==> src/rtl/usba_defs.vh <==
// Constants for the shadow buffer access block: addresses, fields, resets.
// Assumes inclusion by bare name from rtl/ and verif/ files.
`ifndef USBA_DEFS_VH
`define USBA_DEFS_VH
`define USBA_SHADOW6_ADDR  32'h50001148
`define USBA_SHADOW7_ADDR  32'h5000114c
`define USBA_SHADOW_WORDS  16
`define USBA_SHADOW_FIRST  32'h50001130
`define USBA_CTRL_ADDR     32'h50001200
`define USBA_LSR_ADDR      32'h50001204
`define USBA_IRQ_STAT_ADDR 32'h50001208
`define USBA_IRQ_EN_ADDR   32'h5000120c
`define USBA_IRQ_CLR_ADDR  32'h50001210
`define USBA_CTRL_FIFO_EN  0
`define USBA_CTRL_IR_MODE  1
`define USBA_LSR_DR        0
`define USBA_LSR_OE        1
`define USBA_LSR_TX_HOLDING_EMPTY_FLAG      5
`define USBA_IRQ_RX        0
`define USBA_IRQ_OVR       1
`define USBA_IRQ_TXE       2
`define USBA_DATA_RESET    8'h00
`define USBA_RESP_OKAY     2'b00
`define USBA_RESP_SLVERR   2'b10
`endif

==> src/rtl/usba_top.v <==
// Shadow receive/transmit buffer access for the second serial port, AXI4-Lite.
// Assumes the receiver delivers bytes as pulses and the serialiser drains bytes.
// Operation
// - Sixteen word-spaced aliases for buffer access
// - Read returns byte from serial or infrared
// - Read data valid only while ready flag
// - FIFO off: new byte overwrites, flag overrun
// - FIFO on: read pops receive FIFO head
// - Full receive FIFO drops byte, flags overrun
// - Write queues byte for serial/infrared output
// - FIFO off: one write clears holding empty
// - FIFO off: later writes replace pending byte
// - FIFO on: accept writes up to depth
// - Write to full transmit FIFO discarded
//
// Design decision made here: register access over AXI4-Lite.
`timescale 1ns/1ps
`include "usba_defs.vh"
module usba_top #(
	parameter DEPTH = 16,
	parameter AW    = 4
) (
	input  wire        aclk,
	input  wire        aresetn,
	input  wire [31:0] s_axi_awaddr,
	input  wire        s_axi_awvalid,
	output wire        s_axi_awready,
	input  wire [31:0] s_axi_wdata,
	input  wire [3:0]  s_axi_wstrb,
	input  wire        s_axi_wvalid,
	output wire        s_axi_wready,
	output reg  [1:0]  s_axi_bresp,
	output reg         s_axi_bvalid,
	input  wire        s_axi_bready,
	input  wire [31:0] s_axi_araddr,
	input  wire        s_axi_arvalid,
	output wire        s_axi_arready,
	output reg  [31:0] s_axi_rdata,
	output reg  [1:0]  s_axi_rresp,
	output reg         s_axi_rvalid,
	input  wire        s_axi_rready,
	input  wire        sin_valid,
	input  wire [7:0]  sin_byte,
	input  wire        sir_in_valid,
	input  wire [7:0]  sir_in_byte,
	output wire        tx_valid,
	output wire [7:0]  tx_byte,
	output wire        tx_ir_sel,
	input  wire        tx_ready,
	output wire        irq
);
	// Write channel capture
	reg        aw_q;          // Address held
	reg [31:0] awaddr_q;
	reg        w_q;           // Data held
	reg [31:0] wdata_q;
	reg [3:0]  wstrb_q;
	// Control and status
	reg        fifo_en_q;     // FIFO enable, control bit 0
	reg        ir_mode_q;     // Infrared mode select
	reg [7:0]  rx_buf_q;      // Receive buffer when FIFO off
	reg        rx_dr_q;       // Ready flag when FIFO off
	reg        ovr_q;         // Overrun, cleared on status read
	reg [7:0]  thr_q;         // Holding byte when FIFO off
	reg        thr_full_q;    // Holding byte pending
	reg [2:0]  irq_stat_q;    // Sticky events
	reg [2:0]  irq_en_q;      // Event enables
	// Decoded strobes
	wire       wr_go;
	wire       rd_go;
	wire       wr_shadow;
	wire       rd_shadow;
	wire       rd_known;
	wire       wr_known;
	wire [31:0] rd_word_addr;
	// Receive path
	wire       rx_in_valid;
	wire [7:0] rx_in_byte;
	wire [7:0] rxf_head;
	wire       rxf_empty;
	wire       rxf_full;
	wire       rx_ready_flag;
	wire [7:0] rx_head_byte;
	wire       rx_pop;
	// Transmit path
	wire [7:0] txf_head;
	wire       txf_empty;
	wire       txf_full;
	wire       tx_holding_empty_flag;
	wire       tx_take;
	wire       tx_push;
	wire       ovr_event;
	wire [31:0] lsr_word;
	reg  [31:0] rd_mux;

	// Shadow window spans sixteen words around registers 6 and 7
	// Window straddles a 64-byte boundary: words c..f of one block, 0..b of next
	function in_shadow;
		input [31:0] a;
		reg   [31:0] blk;  // 64-byte block holding the first alias
		begin
			blk       = `USBA_SHADOW_FIRST >> 6;
			in_shadow = (a[1:0] == 2'b00)
				&& ((({6'h00, a[31:6]} == blk) && (a[5:2] >= 4'hc))
				|| (({6'h00, a[31:6]} == blk + 32'h1) && (a[5:2] <= 4'hb)));
		end
	endfunction

	// Accept address and data in either order; one write at a time
	assign s_axi_awready = !aw_q && !s_axi_bvalid;
	assign s_axi_wready  = !w_q && !s_axi_bvalid;
	assign wr_go         = aw_q && w_q && !s_axi_bvalid;
	assign s_axi_arready = !s_axi_rvalid;
	assign rd_go         = s_axi_arvalid && s_axi_arready;
	assign rd_word_addr  = s_axi_araddr;
	assign wr_shadow     = wr_go && in_shadow(awaddr_q) && wstrb_q[0];
	assign rd_shadow     = rd_go && in_shadow(rd_word_addr);
	assign wr_known      = in_shadow(awaddr_q) || awaddr_q == `USBA_CTRL_ADDR
		|| awaddr_q == `USBA_IRQ_EN_ADDR || awaddr_q == `USBA_IRQ_CLR_ADDR
		|| awaddr_q == `USBA_LSR_ADDR || awaddr_q == `USBA_IRQ_STAT_ADDR;
	assign rd_known      = in_shadow(rd_word_addr) || rd_word_addr == `USBA_CTRL_ADDR
		|| rd_word_addr == `USBA_LSR_ADDR || rd_word_addr == `USBA_IRQ_STAT_ADDR
		|| rd_word_addr == `USBA_IRQ_EN_ADDR || rd_word_addr == `USBA_IRQ_CLR_ADDR;

	// Source follows mode: serial or infrared receiver
	assign rx_in_valid = ir_mode_q ? sir_in_valid : sin_valid;
	assign rx_in_byte  = ir_mode_q ? sir_in_byte : sin_byte;

	// Receive FIFO; a push when full is dropped inside
	usba_fifo #(.WIDTH(8), .DEPTH(DEPTH), .AW(AW)) u_rxf (
		.aclk      (aclk),
		.aresetn   (aresetn),
		.flush     (!fifo_en_q),
		.push      (fifo_en_q && rx_in_valid),
		.push_data (rx_in_byte),
		.pop       (rx_pop),
		.head      (rxf_head),
		.empty     (rxf_empty),
		.full      (rxf_full)
	);

	assign rx_pop        = rd_shadow && fifo_en_q;
	assign rx_ready_flag = fifo_en_q ? !rxf_empty : rx_dr_q;
	assign rx_head_byte  = fifo_en_q ? rxf_head : rx_buf_q;
	// Overrun: unread byte overwritten, or FIFO full on arrival
	assign ovr_event = rx_in_valid && (fifo_en_q ? rxf_full : rx_dr_q && !rd_shadow);

	// Transmit FIFO; writes into a full FIFO are lost
	usba_fifo #(.WIDTH(8), .DEPTH(DEPTH), .AW(AW)) u_txf (
		.aclk      (aclk),
		.aresetn   (aresetn),
		.flush     (!fifo_en_q),
		.push      (tx_push),
		.push_data (wdata_q[7:0]),
		.pop       (tx_take && fifo_en_q),
		.head      (txf_head),
		.empty     (txf_empty),
		.full      (txf_full)
	);

	assign tx_push   = wr_shadow && fifo_en_q;
	assign tx_holding_empty_flag      = fifo_en_q ? txf_empty : !thr_full_q;
	assign tx_valid  = fifo_en_q ? !txf_empty : thr_full_q;
	assign tx_byte   = fifo_en_q ? txf_head : thr_q;
	assign tx_ir_sel = ir_mode_q;
	assign tx_take   = tx_valid && tx_ready;
	assign lsr_word  = {26'h0, tx_holding_empty_flag, 3'b000, ovr_q, rx_ready_flag};
	assign irq       = |(irq_stat_q & irq_en_q);

	// Write channel capture registers
	always @(posedge aclk) begin
		if (!aresetn) begin
			aw_q     <= 1'b0;
			w_q      <= 1'b0;
			awaddr_q <= 32'h0;
			wdata_q  <= 32'h0;
			wstrb_q  <= 4'h0;
		end else if (wr_go) begin
			aw_q <= 1'b0;
			w_q  <= 1'b0;
		end else begin
			if (s_axi_awvalid && s_axi_awready) begin
				aw_q     <= 1'b1;
				awaddr_q <= s_axi_awaddr;
			end
			if (s_axi_wvalid && s_axi_wready) begin
				w_q     <= 1'b1;
				wdata_q <= s_axi_wdata;
				wstrb_q <= s_axi_wstrb;
			end
		end
	end

	// Write response, one cycle after both halves held
	always @(posedge aclk) begin
		if (!aresetn) begin
			s_axi_bvalid <= 1'b0;
			s_axi_bresp  <= `USBA_RESP_OKAY;
		end else if (wr_go) begin
			s_axi_bvalid <= 1'b1;
			s_axi_bresp  <= wr_known ? `USBA_RESP_OKAY : `USBA_RESP_SLVERR;
		end else if (s_axi_bready) begin
			s_axi_bvalid <= 1'b0;
		end
	end

	// Read data mux; upper bits of shadow always zero
	always @* begin
		rd_mux = 32'h0;
		if (in_shadow(rd_word_addr))
			rd_mux = {24'h0, rx_head_byte};
		else if (rd_word_addr == `USBA_CTRL_ADDR)
			rd_mux = {30'h0, ir_mode_q, fifo_en_q};
		else if (rd_word_addr == `USBA_LSR_ADDR)
			rd_mux = lsr_word;
		else if (rd_word_addr == `USBA_IRQ_STAT_ADDR)
			rd_mux = {29'h0, irq_stat_q};
		else if (rd_word_addr == `USBA_IRQ_EN_ADDR)
			rd_mux = {29'h0, irq_en_q};
	end

	// Read response, one cycle after address taken
	always @(posedge aclk) begin
		if (!aresetn) begin
			s_axi_rvalid <= 1'b0;
			s_axi_rdata  <= 32'h0;
			s_axi_rresp  <= `USBA_RESP_OKAY;
		end else if (rd_go) begin
			s_axi_rvalid <= 1'b1;
			s_axi_rdata  <= rd_mux;
			s_axi_rresp  <= rd_known ? `USBA_RESP_OKAY : `USBA_RESP_SLVERR;
		end else if (s_axi_rready) begin
			s_axi_rvalid <= 1'b0;
		end
	end

	// Control register
	always @(posedge aclk) begin
		if (!aresetn) begin
			fifo_en_q <= 1'b0;
			ir_mode_q <= 1'b0;
		end else if (wr_go && awaddr_q == `USBA_CTRL_ADDR && wstrb_q[0]) begin
			fifo_en_q <= wdata_q[`USBA_CTRL_FIFO_EN];
			ir_mode_q <= wdata_q[`USBA_CTRL_IR_MODE];
		end
	end

	// Non-FIFO receive buffer; arrival wins over a same-cycle read
	always @(posedge aclk) begin
		if (!aresetn) begin
			rx_buf_q <= `USBA_DATA_RESET;
			rx_dr_q  <= 1'b0;
		end else if (!fifo_en_q && rx_in_valid) begin
			rx_buf_q <= rx_in_byte;
			rx_dr_q  <= 1'b1;
		end else if (rd_shadow || fifo_en_q) begin
			rx_dr_q  <= 1'b0;
		end
	end

	// Overrun flag; new overrun wins over status-read clear
	always @(posedge aclk) begin
		if (!aresetn)
			ovr_q <= 1'b0;
		else if (ovr_event)
			ovr_q <= 1'b1;
		else if (rd_go && rd_word_addr == `USBA_LSR_ADDR)
			ovr_q <= 1'b0;
	end

	// Non-FIFO holding byte; master is expected to respect empty flag
	always @(posedge aclk) begin
		if (!aresetn) begin
			thr_q      <= `USBA_DATA_RESET;
			thr_full_q <= 1'b0;
		end else if (wr_shadow && !fifo_en_q) begin
			thr_q      <= wdata_q[7:0];
			thr_full_q <= 1'b1;
		end else if (tx_take || fifo_en_q) begin
			thr_full_q <= 1'b0;
		end
	end

	// Interrupt enable and sticky status; set wins over clear
	always @(posedge aclk) begin
		if (!aresetn) begin
			irq_en_q   <= 3'b000;
			irq_stat_q <= 3'b000;
		end else begin
			if (wr_go && awaddr_q == `USBA_IRQ_EN_ADDR && wstrb_q[0])
				irq_en_q <= wdata_q[2:0];
			irq_stat_q <= (irq_stat_q & ~((wr_go && awaddr_q == `USBA_IRQ_CLR_ADDR
				&& wstrb_q[0]) ? wdata_q[2:0] : 3'b000))
				| {tx_take, ovr_event, rx_in_valid};
		end
	end
endmodule // usba_top

==> src/rtl/usba_fifo.v <==
// Synchronous byte FIFO with drop-on-full write and registered level.
// Assumes one clock and a synchronous active-low reset.
`timescale 1ns/1ps
module usba_fifo #(
	parameter WIDTH = 8,
	parameter DEPTH = 16,
	parameter AW    = 4
) (
	input  wire             aclk,
	input  wire             aresetn,
	input  wire             flush,
	input  wire             push,
	input  wire [WIDTH-1:0] push_data,
	input  wire             pop,
	output wire [WIDTH-1:0] head,
	output wire             empty,
	output wire             full
);
	reg [WIDTH-1:0] mem [0:DEPTH-1]; // Storage
	reg [AW-1:0]    wr_q;            // Tail pointer
	reg [AW-1:0]    rd_q;            // Head pointer
	reg [AW:0]      cnt_q;           // Entries held
	wire            do_push;
	wire            do_pop;

	assign empty   = (cnt_q == {(AW+1){1'b0}});
	assign full    = (cnt_q == DEPTH[AW:0]);
	// Push on full is dropped; contents stay intact
	assign do_push = push & ~full;
	assign do_pop  = pop & ~empty;
	assign head    = mem[rd_q];

	// Pointers and count
	always @(posedge aclk) begin
		if (!aresetn || flush) begin
			wr_q  <= {AW{1'b0}};
			rd_q  <= {AW{1'b0}};
			cnt_q <= {(AW+1){1'b0}};
		end else begin
			if (do_push)
				wr_q <= (wr_q == DEPTH[AW-1:0] - 1'b1) ? {AW{1'b0}} : wr_q + 1'b1;
			if (do_pop)
				rd_q <= (rd_q == DEPTH[AW-1:0] - 1'b1) ? {AW{1'b0}} : rd_q + 1'b1;
			if (do_push && !do_pop)
				cnt_q <= cnt_q + 1'b1;
			else if (do_pop && !do_push)
				cnt_q <= cnt_q - 1'b1;
		end
	end

	// Data array, no reset needed
	always @(posedge aclk) begin
		if (do_push)
			mem[wr_q] <= push_data;
	end
endmodule // usba_fifo

==> config.mk <==
export PLATFORM = sky130hd
export DESIGN_NAME = usba_top
export DESIGN_NICKNAME = d
export VERILOG_FILES = /design/src/rtl/usba_top.v /design/src/rtl/usba_fifo.v
export VERILOG_INCLUDE_DIRS = /design/src /design/src/rtl
export SDC_FILE = /design/constraint.sdc
export NUM_CORES = 1
export LEC_CHECK = 0
export ABC_AREA = 1
export BUFFER_PORTS_ARGS = -buffer_cell sky130_fd_sc_hd__buf_4
export CAP_MARGIN = 20
export CORE_AREA = 2 2 173 243
export CTS_BUF_LIST = sky130_fd_sc_hd__clkbuf_4 sky130_fd_sc_hd__clkbuf_8
export DETAILED_ROUTE_END_ITERATION = 12
export DIE_AREA = 0 0 175 245
export GPL_ROUTABILITY_DRIVEN = 0
export GPL_TIMING_DRIVEN = 0
export SLEW_MARGIN = 20
export SYNTH_ARGS = -nofsm -noshare
export SYNTH_HDL_FRONTEND = slang
export SYNTH_SLANG_ARGS = --single-unit
==> constraint.sdc <==
create_clock -name aclk -period 3.8 [get_ports aclk]
set_input_delay 0.38 -clock aclk [delete_from_list [all_inputs] [get_ports aclk]]
set_output_delay 0.38 -clock aclk [all_outputs]
set_load 0.005 [all_outputs]
== Word level (Yosys, flattened, before mapping) ==
Memories as Yosys holds them, arrays and structs flattened. A register that Yosys moved wholly into a read port is not among the register bits.
Index checks and enable logic that the tools add are counted.

* Bits in registers: 134
* Memory bits (writable): 256
* Bits of input ports: 126
* Output and inout bits: 52
* Memories: 2

{| class="wikitable"
|+ Memory list
! name !! words !! bits a word !! rd ports !! clocked after Yosys merged registers in !! write ports !! RTL line !! source
|-
| u_rxf.mem || 16 || 8 || 1 || 1 || 1 || usba_fifo.v:19 || <nowiki>reg [WIDTH-1:0] mem [0:DEPTH-1];</nowiki>
|-
| u_txf.mem || 16 || 8 || 1 || 1 || 1 || usba_fifo.v:19 ||
|}

* $add $sub $neg: 8
* Magnitude comparators: 4
* Equality and inequality tests: 20
* Mux-type cells: 42
* Bitwise logic cells: 14
* Reduce and logical (&&, ||, !) cells: 80

{| class="wikitable"
|+ Operators by type and width
! operator !! number
|-
| $eq 32x31->1 const B || 10
|-
| $eq 26x25->1 const B || 4
|-
| $logic_and 1x1->1 || 36
|-
| $mux 4 || 8
|-
| $mux 8 || 4
|-
| $mux 5 || 4
|-
| $mux 1 || 19
|-
| $add 4x1->4 const B || 4
|-
| $eq 4x4->1 const B || 4
|-
| $logic_or 1x1->1 || 15
|-
| $logic_not 1->1 || 14
|-
| $reduce_bool 2->1 || 7
|-
| $mux 6 || 2
|-
| $add 5x1->5 const B || 2
|-
| $eq 5x5->1 const B || 2
|-
| $logic_not 5->1 || 2
|-
| $sub 5x1->5 const B || 2
|-
| $mux 3 || 3
|-
| $ge 4x4->1 const B || 2
|-
| $le 4x4->1 const B || 2
|-
| $and 3x3->3 || 2
|-
| $not 1->1 || 6
|-
| $and 1x1->1 || 4
|-
| $logic_not 2->1 || 2
|-
| other kinds (6) || 8
|}

== Longest topological paths before layout ==
* Depth after elaboration: 12
* Depth in mapped cells: 19

== Modules after synthesis ==
A second synthesis with hierarchy kept.

* Cells, all modules: 1921
* Area, all modules: 17057.6 µm²

{| class="wikitable"
|+ Modules (own cells, without submodules)
! module !! times used !! cells an instance !! area each (µm²) !! seq. area each (µm²)
|-
| usba_fifo at u_rxf || 1 || 626 || 6357.3 || 4184.0
|-
| usba_fifo at u_txf || 1 || 625 || 6344.8 || 4184.0
|-
| usba_top || 1 || 670 || 4355.4 || 1641.6
|}

== Least setup slack after synthesis ==
No wires, ideal clock.

* Path type: input to register
* Start: input port s_axi_araddr[13]
* End: register u_rxf.cnt_q[4]
* Arrival: 2527 ps
* Required time: 3681 ps
* Slack: 1153 ps
* Cell stages on the path: 18
* Cells stage by stage: inv_1 -> nand2_1 -> nor2_1 -> nand4_1 -> nor2_2 -> nand2_2 -> nor2_4 -> inv_1 -> ha_1 -> inv_1 -> ha_1 -> a21o_1 -> a21oi_1 -> nor2_1 -> nor2_1 -> nand2_1 -> o21ai_0 -> a21oi_1

* Cells in the longest elaborated chain, start to end: 10
* Elaborated cells on any way between the ends: 14
* Those cells by class: eq/ne (2); mux (1); bitwise (1); reduce/logical (10)

{| class="wikitable"
|+ RTL lines
! item !! RTL line !! source
|-
| start, declared || usba_top.v:35 || <nowiki>input wire [31:0] s_axi_araddr,</nowiki>
|-
| $eq 26x25->1 (on tied branches) || usba_top.v:104, usba_top.v:105 ||
|-
| $logic_and 1x1->1 (on tied branches) || usba_top.v:104, usba_top.v:105 ||
|-
| $logic_or 1x1->1 * || usba_top.v:105 || <nowiki>|| (({6'h00, a[31:6]} == blk + 32'h1) && (a[5:2] <= 4'hb)));</nowiki>
|-
| $logic_and 1x1->1 * || usba_top.v:104 || <nowiki>&& ((({6'h00, a[31:6]} == blk) && (a[5:2] >= 4'hc))</nowiki>
|-
| $logic_and 1x1->1 * || usba_top.v:117 || <nowiki>assign rd_shadow = rd_go && in_shadow(rd_word_addr);</nowiki>
|-
| $logic_and 1x1->1 * || usba_top.v:142 || <nowiki>assign rx_pop = rd_shadow && fifo_en_q;</nowiki>
|-
| $and 1x1->1 * || usba_fifo.v:30 || <nowiki>assign do_pop = pop & ~empty;</nowiki>
|-
| $logic_not 1->1 || usba_fifo.v:44 || <nowiki>if (do_push && !do_pop)</nowiki>
|-
| $logic_and 1x1->1 || usba_fifo.v:44 ||
|-
| $mux 5 or $reduce_bool 2->1 (tied branches) || -- ||
|-
| end signal, assigned || usba_fifo.v:38 || <nowiki>cnt_q <= {(AW+1){1'b0}};</nowiki>
|-
| end signal, assigned || usba_fifo.v:45 || <nowiki>cnt_q <= cnt_q + 1'b1;</nowiki>
|-
| end signal, assigned || usba_fifo.v:47 || <nowiki>cnt_q <= cnt_q - 1'b1;</nowiki>
|-
| end, declared || usba_fifo.v:22 || <nowiki>reg [AW:0] cnt_q;</nowiki>
|}

Every way passes the cells marked *; elsewhere a longest branch is shown, timed or not.
A chain may end at the register's enable or synchronous reset.

==> reports/metrics.csv <==
metric,value,unit
die_w,175,um
min_period,3.20,ns
yosysTopAreaCell,edfxtp_1,
overflow,0,
slowest_delay,0.48,ns
grt_usage,21.4,%
pre_cts_ws,0.343,ns
antenna_found_initial,2,
final_nets,1981,
timing.final.ws_setup,0.596,ns
worst_path_max_delay_cell,clkbuf_1,
maxCapViolations,0,
final_antenna_net_count,0,
crit_path_start_kind,flop,
cts_tree,built,
drive_gt1_share,15.3,%
slew_viol_final,0,
die_h,245,um
cts-root-buf,clkbuf_8,
grt_max_degree,20,
total_power,8350,uW
ir_drop,0.242,mV
dp_hpwl,33.3,mm
hold_viol,0,
crit_path_end_kind,primary output,
port_buffers,124,
netlist.area_leader.share,47.9,%
clkSinkCount,372,
rows,88,
crit_chain,buf_2 > inv_2 > clkbuf_1 > nor2_1 > o221ai_1 > nand3_1 > a31oi_1 > buf_4,
yosysWarningCount,0,
ff2ff_path_depth,15,
areaGrowthSynthToFinish,18.2,%
synth_area_leaders,"edfxtp_1 (48%), dfxtp_1 (14%), nor2_1 (6.4%)",
synth_edf_count,256,
synth_common_cells,"nor2_1 (273), edfxtp_1 (256), nand2_1 (222)",
viasPerCell,5.15,
cts-buffers-inserted,56,
fillers,3857,
relSlewSlack,38.1,%
drc,0,
ctsResizeCount,0,
crit_family,buffers and inverters,
critical_path_arrival,2.82,ns
clock_latency,0.62,ns
cts_max_level,2,
clockBufferDepth,3,
worstHoldPathType,in -> reg,
power_density,440,nW/um^2
period_share,84.3,%
path_class,reg -> out,
r2r_setup_slack,0.79,ns
hold_path_depth,3,
ys_seq_elements,372,
grt_pass1_vias,12300,
synth.avg_cell_area,9.87,um^2
dr_total_vias,12500,
syn_inst,1626,
p_leak,0.00717,uW
drt-initial-drc-count,982,
max_freq,312,MHz
die-area,42900,um^2
worst_slew_pin_slew,0.925,ns
path_buf_inv,4,
grt_pass1_wl,69.8,mm
rsz0062_at_grt,false,
initial_core_util,39.3,%
async_flop_share,0,%
path_max_fanout,10,
synth_ff_type,edfxtp_1,
clkSlewWorstSetupHoldPaths,0.06,ns
ys_seq_area_share,62.4,%
clock_skew,0.0283,ns
cp.required,3.42,ns
io-pin-count,178,
ys_types,46,
mappedNetlistArea,16100,um^2
synth.most_common_cell,nor2_1,
finalSetupViolations,0,
tns,0,ns
dr.pass1.iters,5,
wl_per_cell,19.1,um
critical_path_depth,8,
core,40800,um^2
drt-total-wl,46.3,mm
status,"finished, final reports clean",
report_power, final:
part	total (uW)	internal (uW)	leakage (uW)	switching, uW
Clock	3480	1900	0.000617	1580
Sequential	4480	4400	0.00327	82.0
Combinational	384	161	0.00329	223
tightest hold or removal path: cells and delay by family:
family                 cells  cell delay, ns
and+or+nand+nor            1            0.08
buffers and inverters      1            0.07
AOI/OAI and AO/OA          1            0.08
repair_timing:
action | CTS | global route
setup buffers | 0 | 0
hold buffers | 2 | 0
setup endpoints to repair | 0 | 0
hold endpoints to repair | 2 | 0
cells in the final DEF, fill, tap and decap left out, drive strengths merged, types with 18 or more instances in the layout:
master and count:
nor2 282, edfxtp 256, nand2 225, o21ai 187
buf 176, clkbuf 121, inv 117, dfxtp 116
nand3 106, a21oi 92, o221ai 27, conb 26
clkinv 26, ha 18
cells by family (layout without fill, tap and decap cells):
kind of cell	count (synthesis)	count (layout)	share of synthesized area (%)
buffers and inverters	218	448	6.06
AO/OA/AOI/OAI	346	346	11.9
adder cells (fa/ha/maj)	20	20	1.65
XOR/XNOR	9	9	0.491
flip-flops	372	372	62.4
AND/OR/NAND/NOR	660	660	17.5
other	1	27	0.0234
final timing paths:
kind                                  endpoint             start
worst min-delay path              awaddr_q[10]  s_axi_awaddr[10]
worst min register to register     rx_buf_q[7]       rx_buf_q[7]
worst max-delay path                tx_byte[3]              flop
worst max register to register  u_txf.cnt_q[4]      s_axi_bvalid
metrics by stage:
stage | util (%) | hold WS [ns] | area, um^2 | cells
floorplan | - | 0.430 | 16100 | 1651
global placement | 43.5 | 0.440 | 17800 | 2315
detailed placement | 43.5 | 0.447 | 17800 | 2315
CTS | 46.4 | 0.00132 | 19000 | 2421
global route | 46.4 | 0.0290 | 19000 | 2422
finish | 46.4 | 0.0409 | 19000 | 2422
state kept, by name (all words and copies together), names as in the netlist, 3 cells and up, named ones only:
| name | count |
|---|---|
| u_txf.wr_q | 4 |
| u_txf.rd_q | 4 |
| u_rxf.wr_q | 4 |
| wdata_q | 8 |
| irq_en_q | 3 |
| irq_stat_q | 3 |
| u_rxf.rd_q | 4 |
| u_txf.cnt_q | 5 |
| u_rxf.mem | 128 |
| rx_buf_q | 8 |
| awaddr_q | 32 |
| thr_q | 8 |
| s_axi_rdata | 8 |
| u_rxf.cnt_q | 5 |
| u_txf.mem | 128 |
metal layers:
metal | track usage, % | up-vias | routed length, um
met1 | 23.1 | 5934 | 16900
met5 | 0 | - | 13
li1 | - | 6012 | -
met3 | 3.42 | 110 | 2480
met4 | 10.9 | 2 | 2220
met2 | 39.9 | 414 | 24700
area by class of cell:
class                      instances  area [um^2]  share of cell area (%)
inverter                         119          447                    2.35
clock buffer                      74          950                    5.01
clock inverter                    30          239                    1.26
tap                              540          676                    3.56
sequential                       372        10000                    52.8
buffer                            99          526                    2.77
multi-input combinational       1061         5170                    27.2
timing repair buffer             126          951                    5.01
antenna                            1         2.50                  0.0132
No activity file was read; power rests on OpenSTA's default activity.
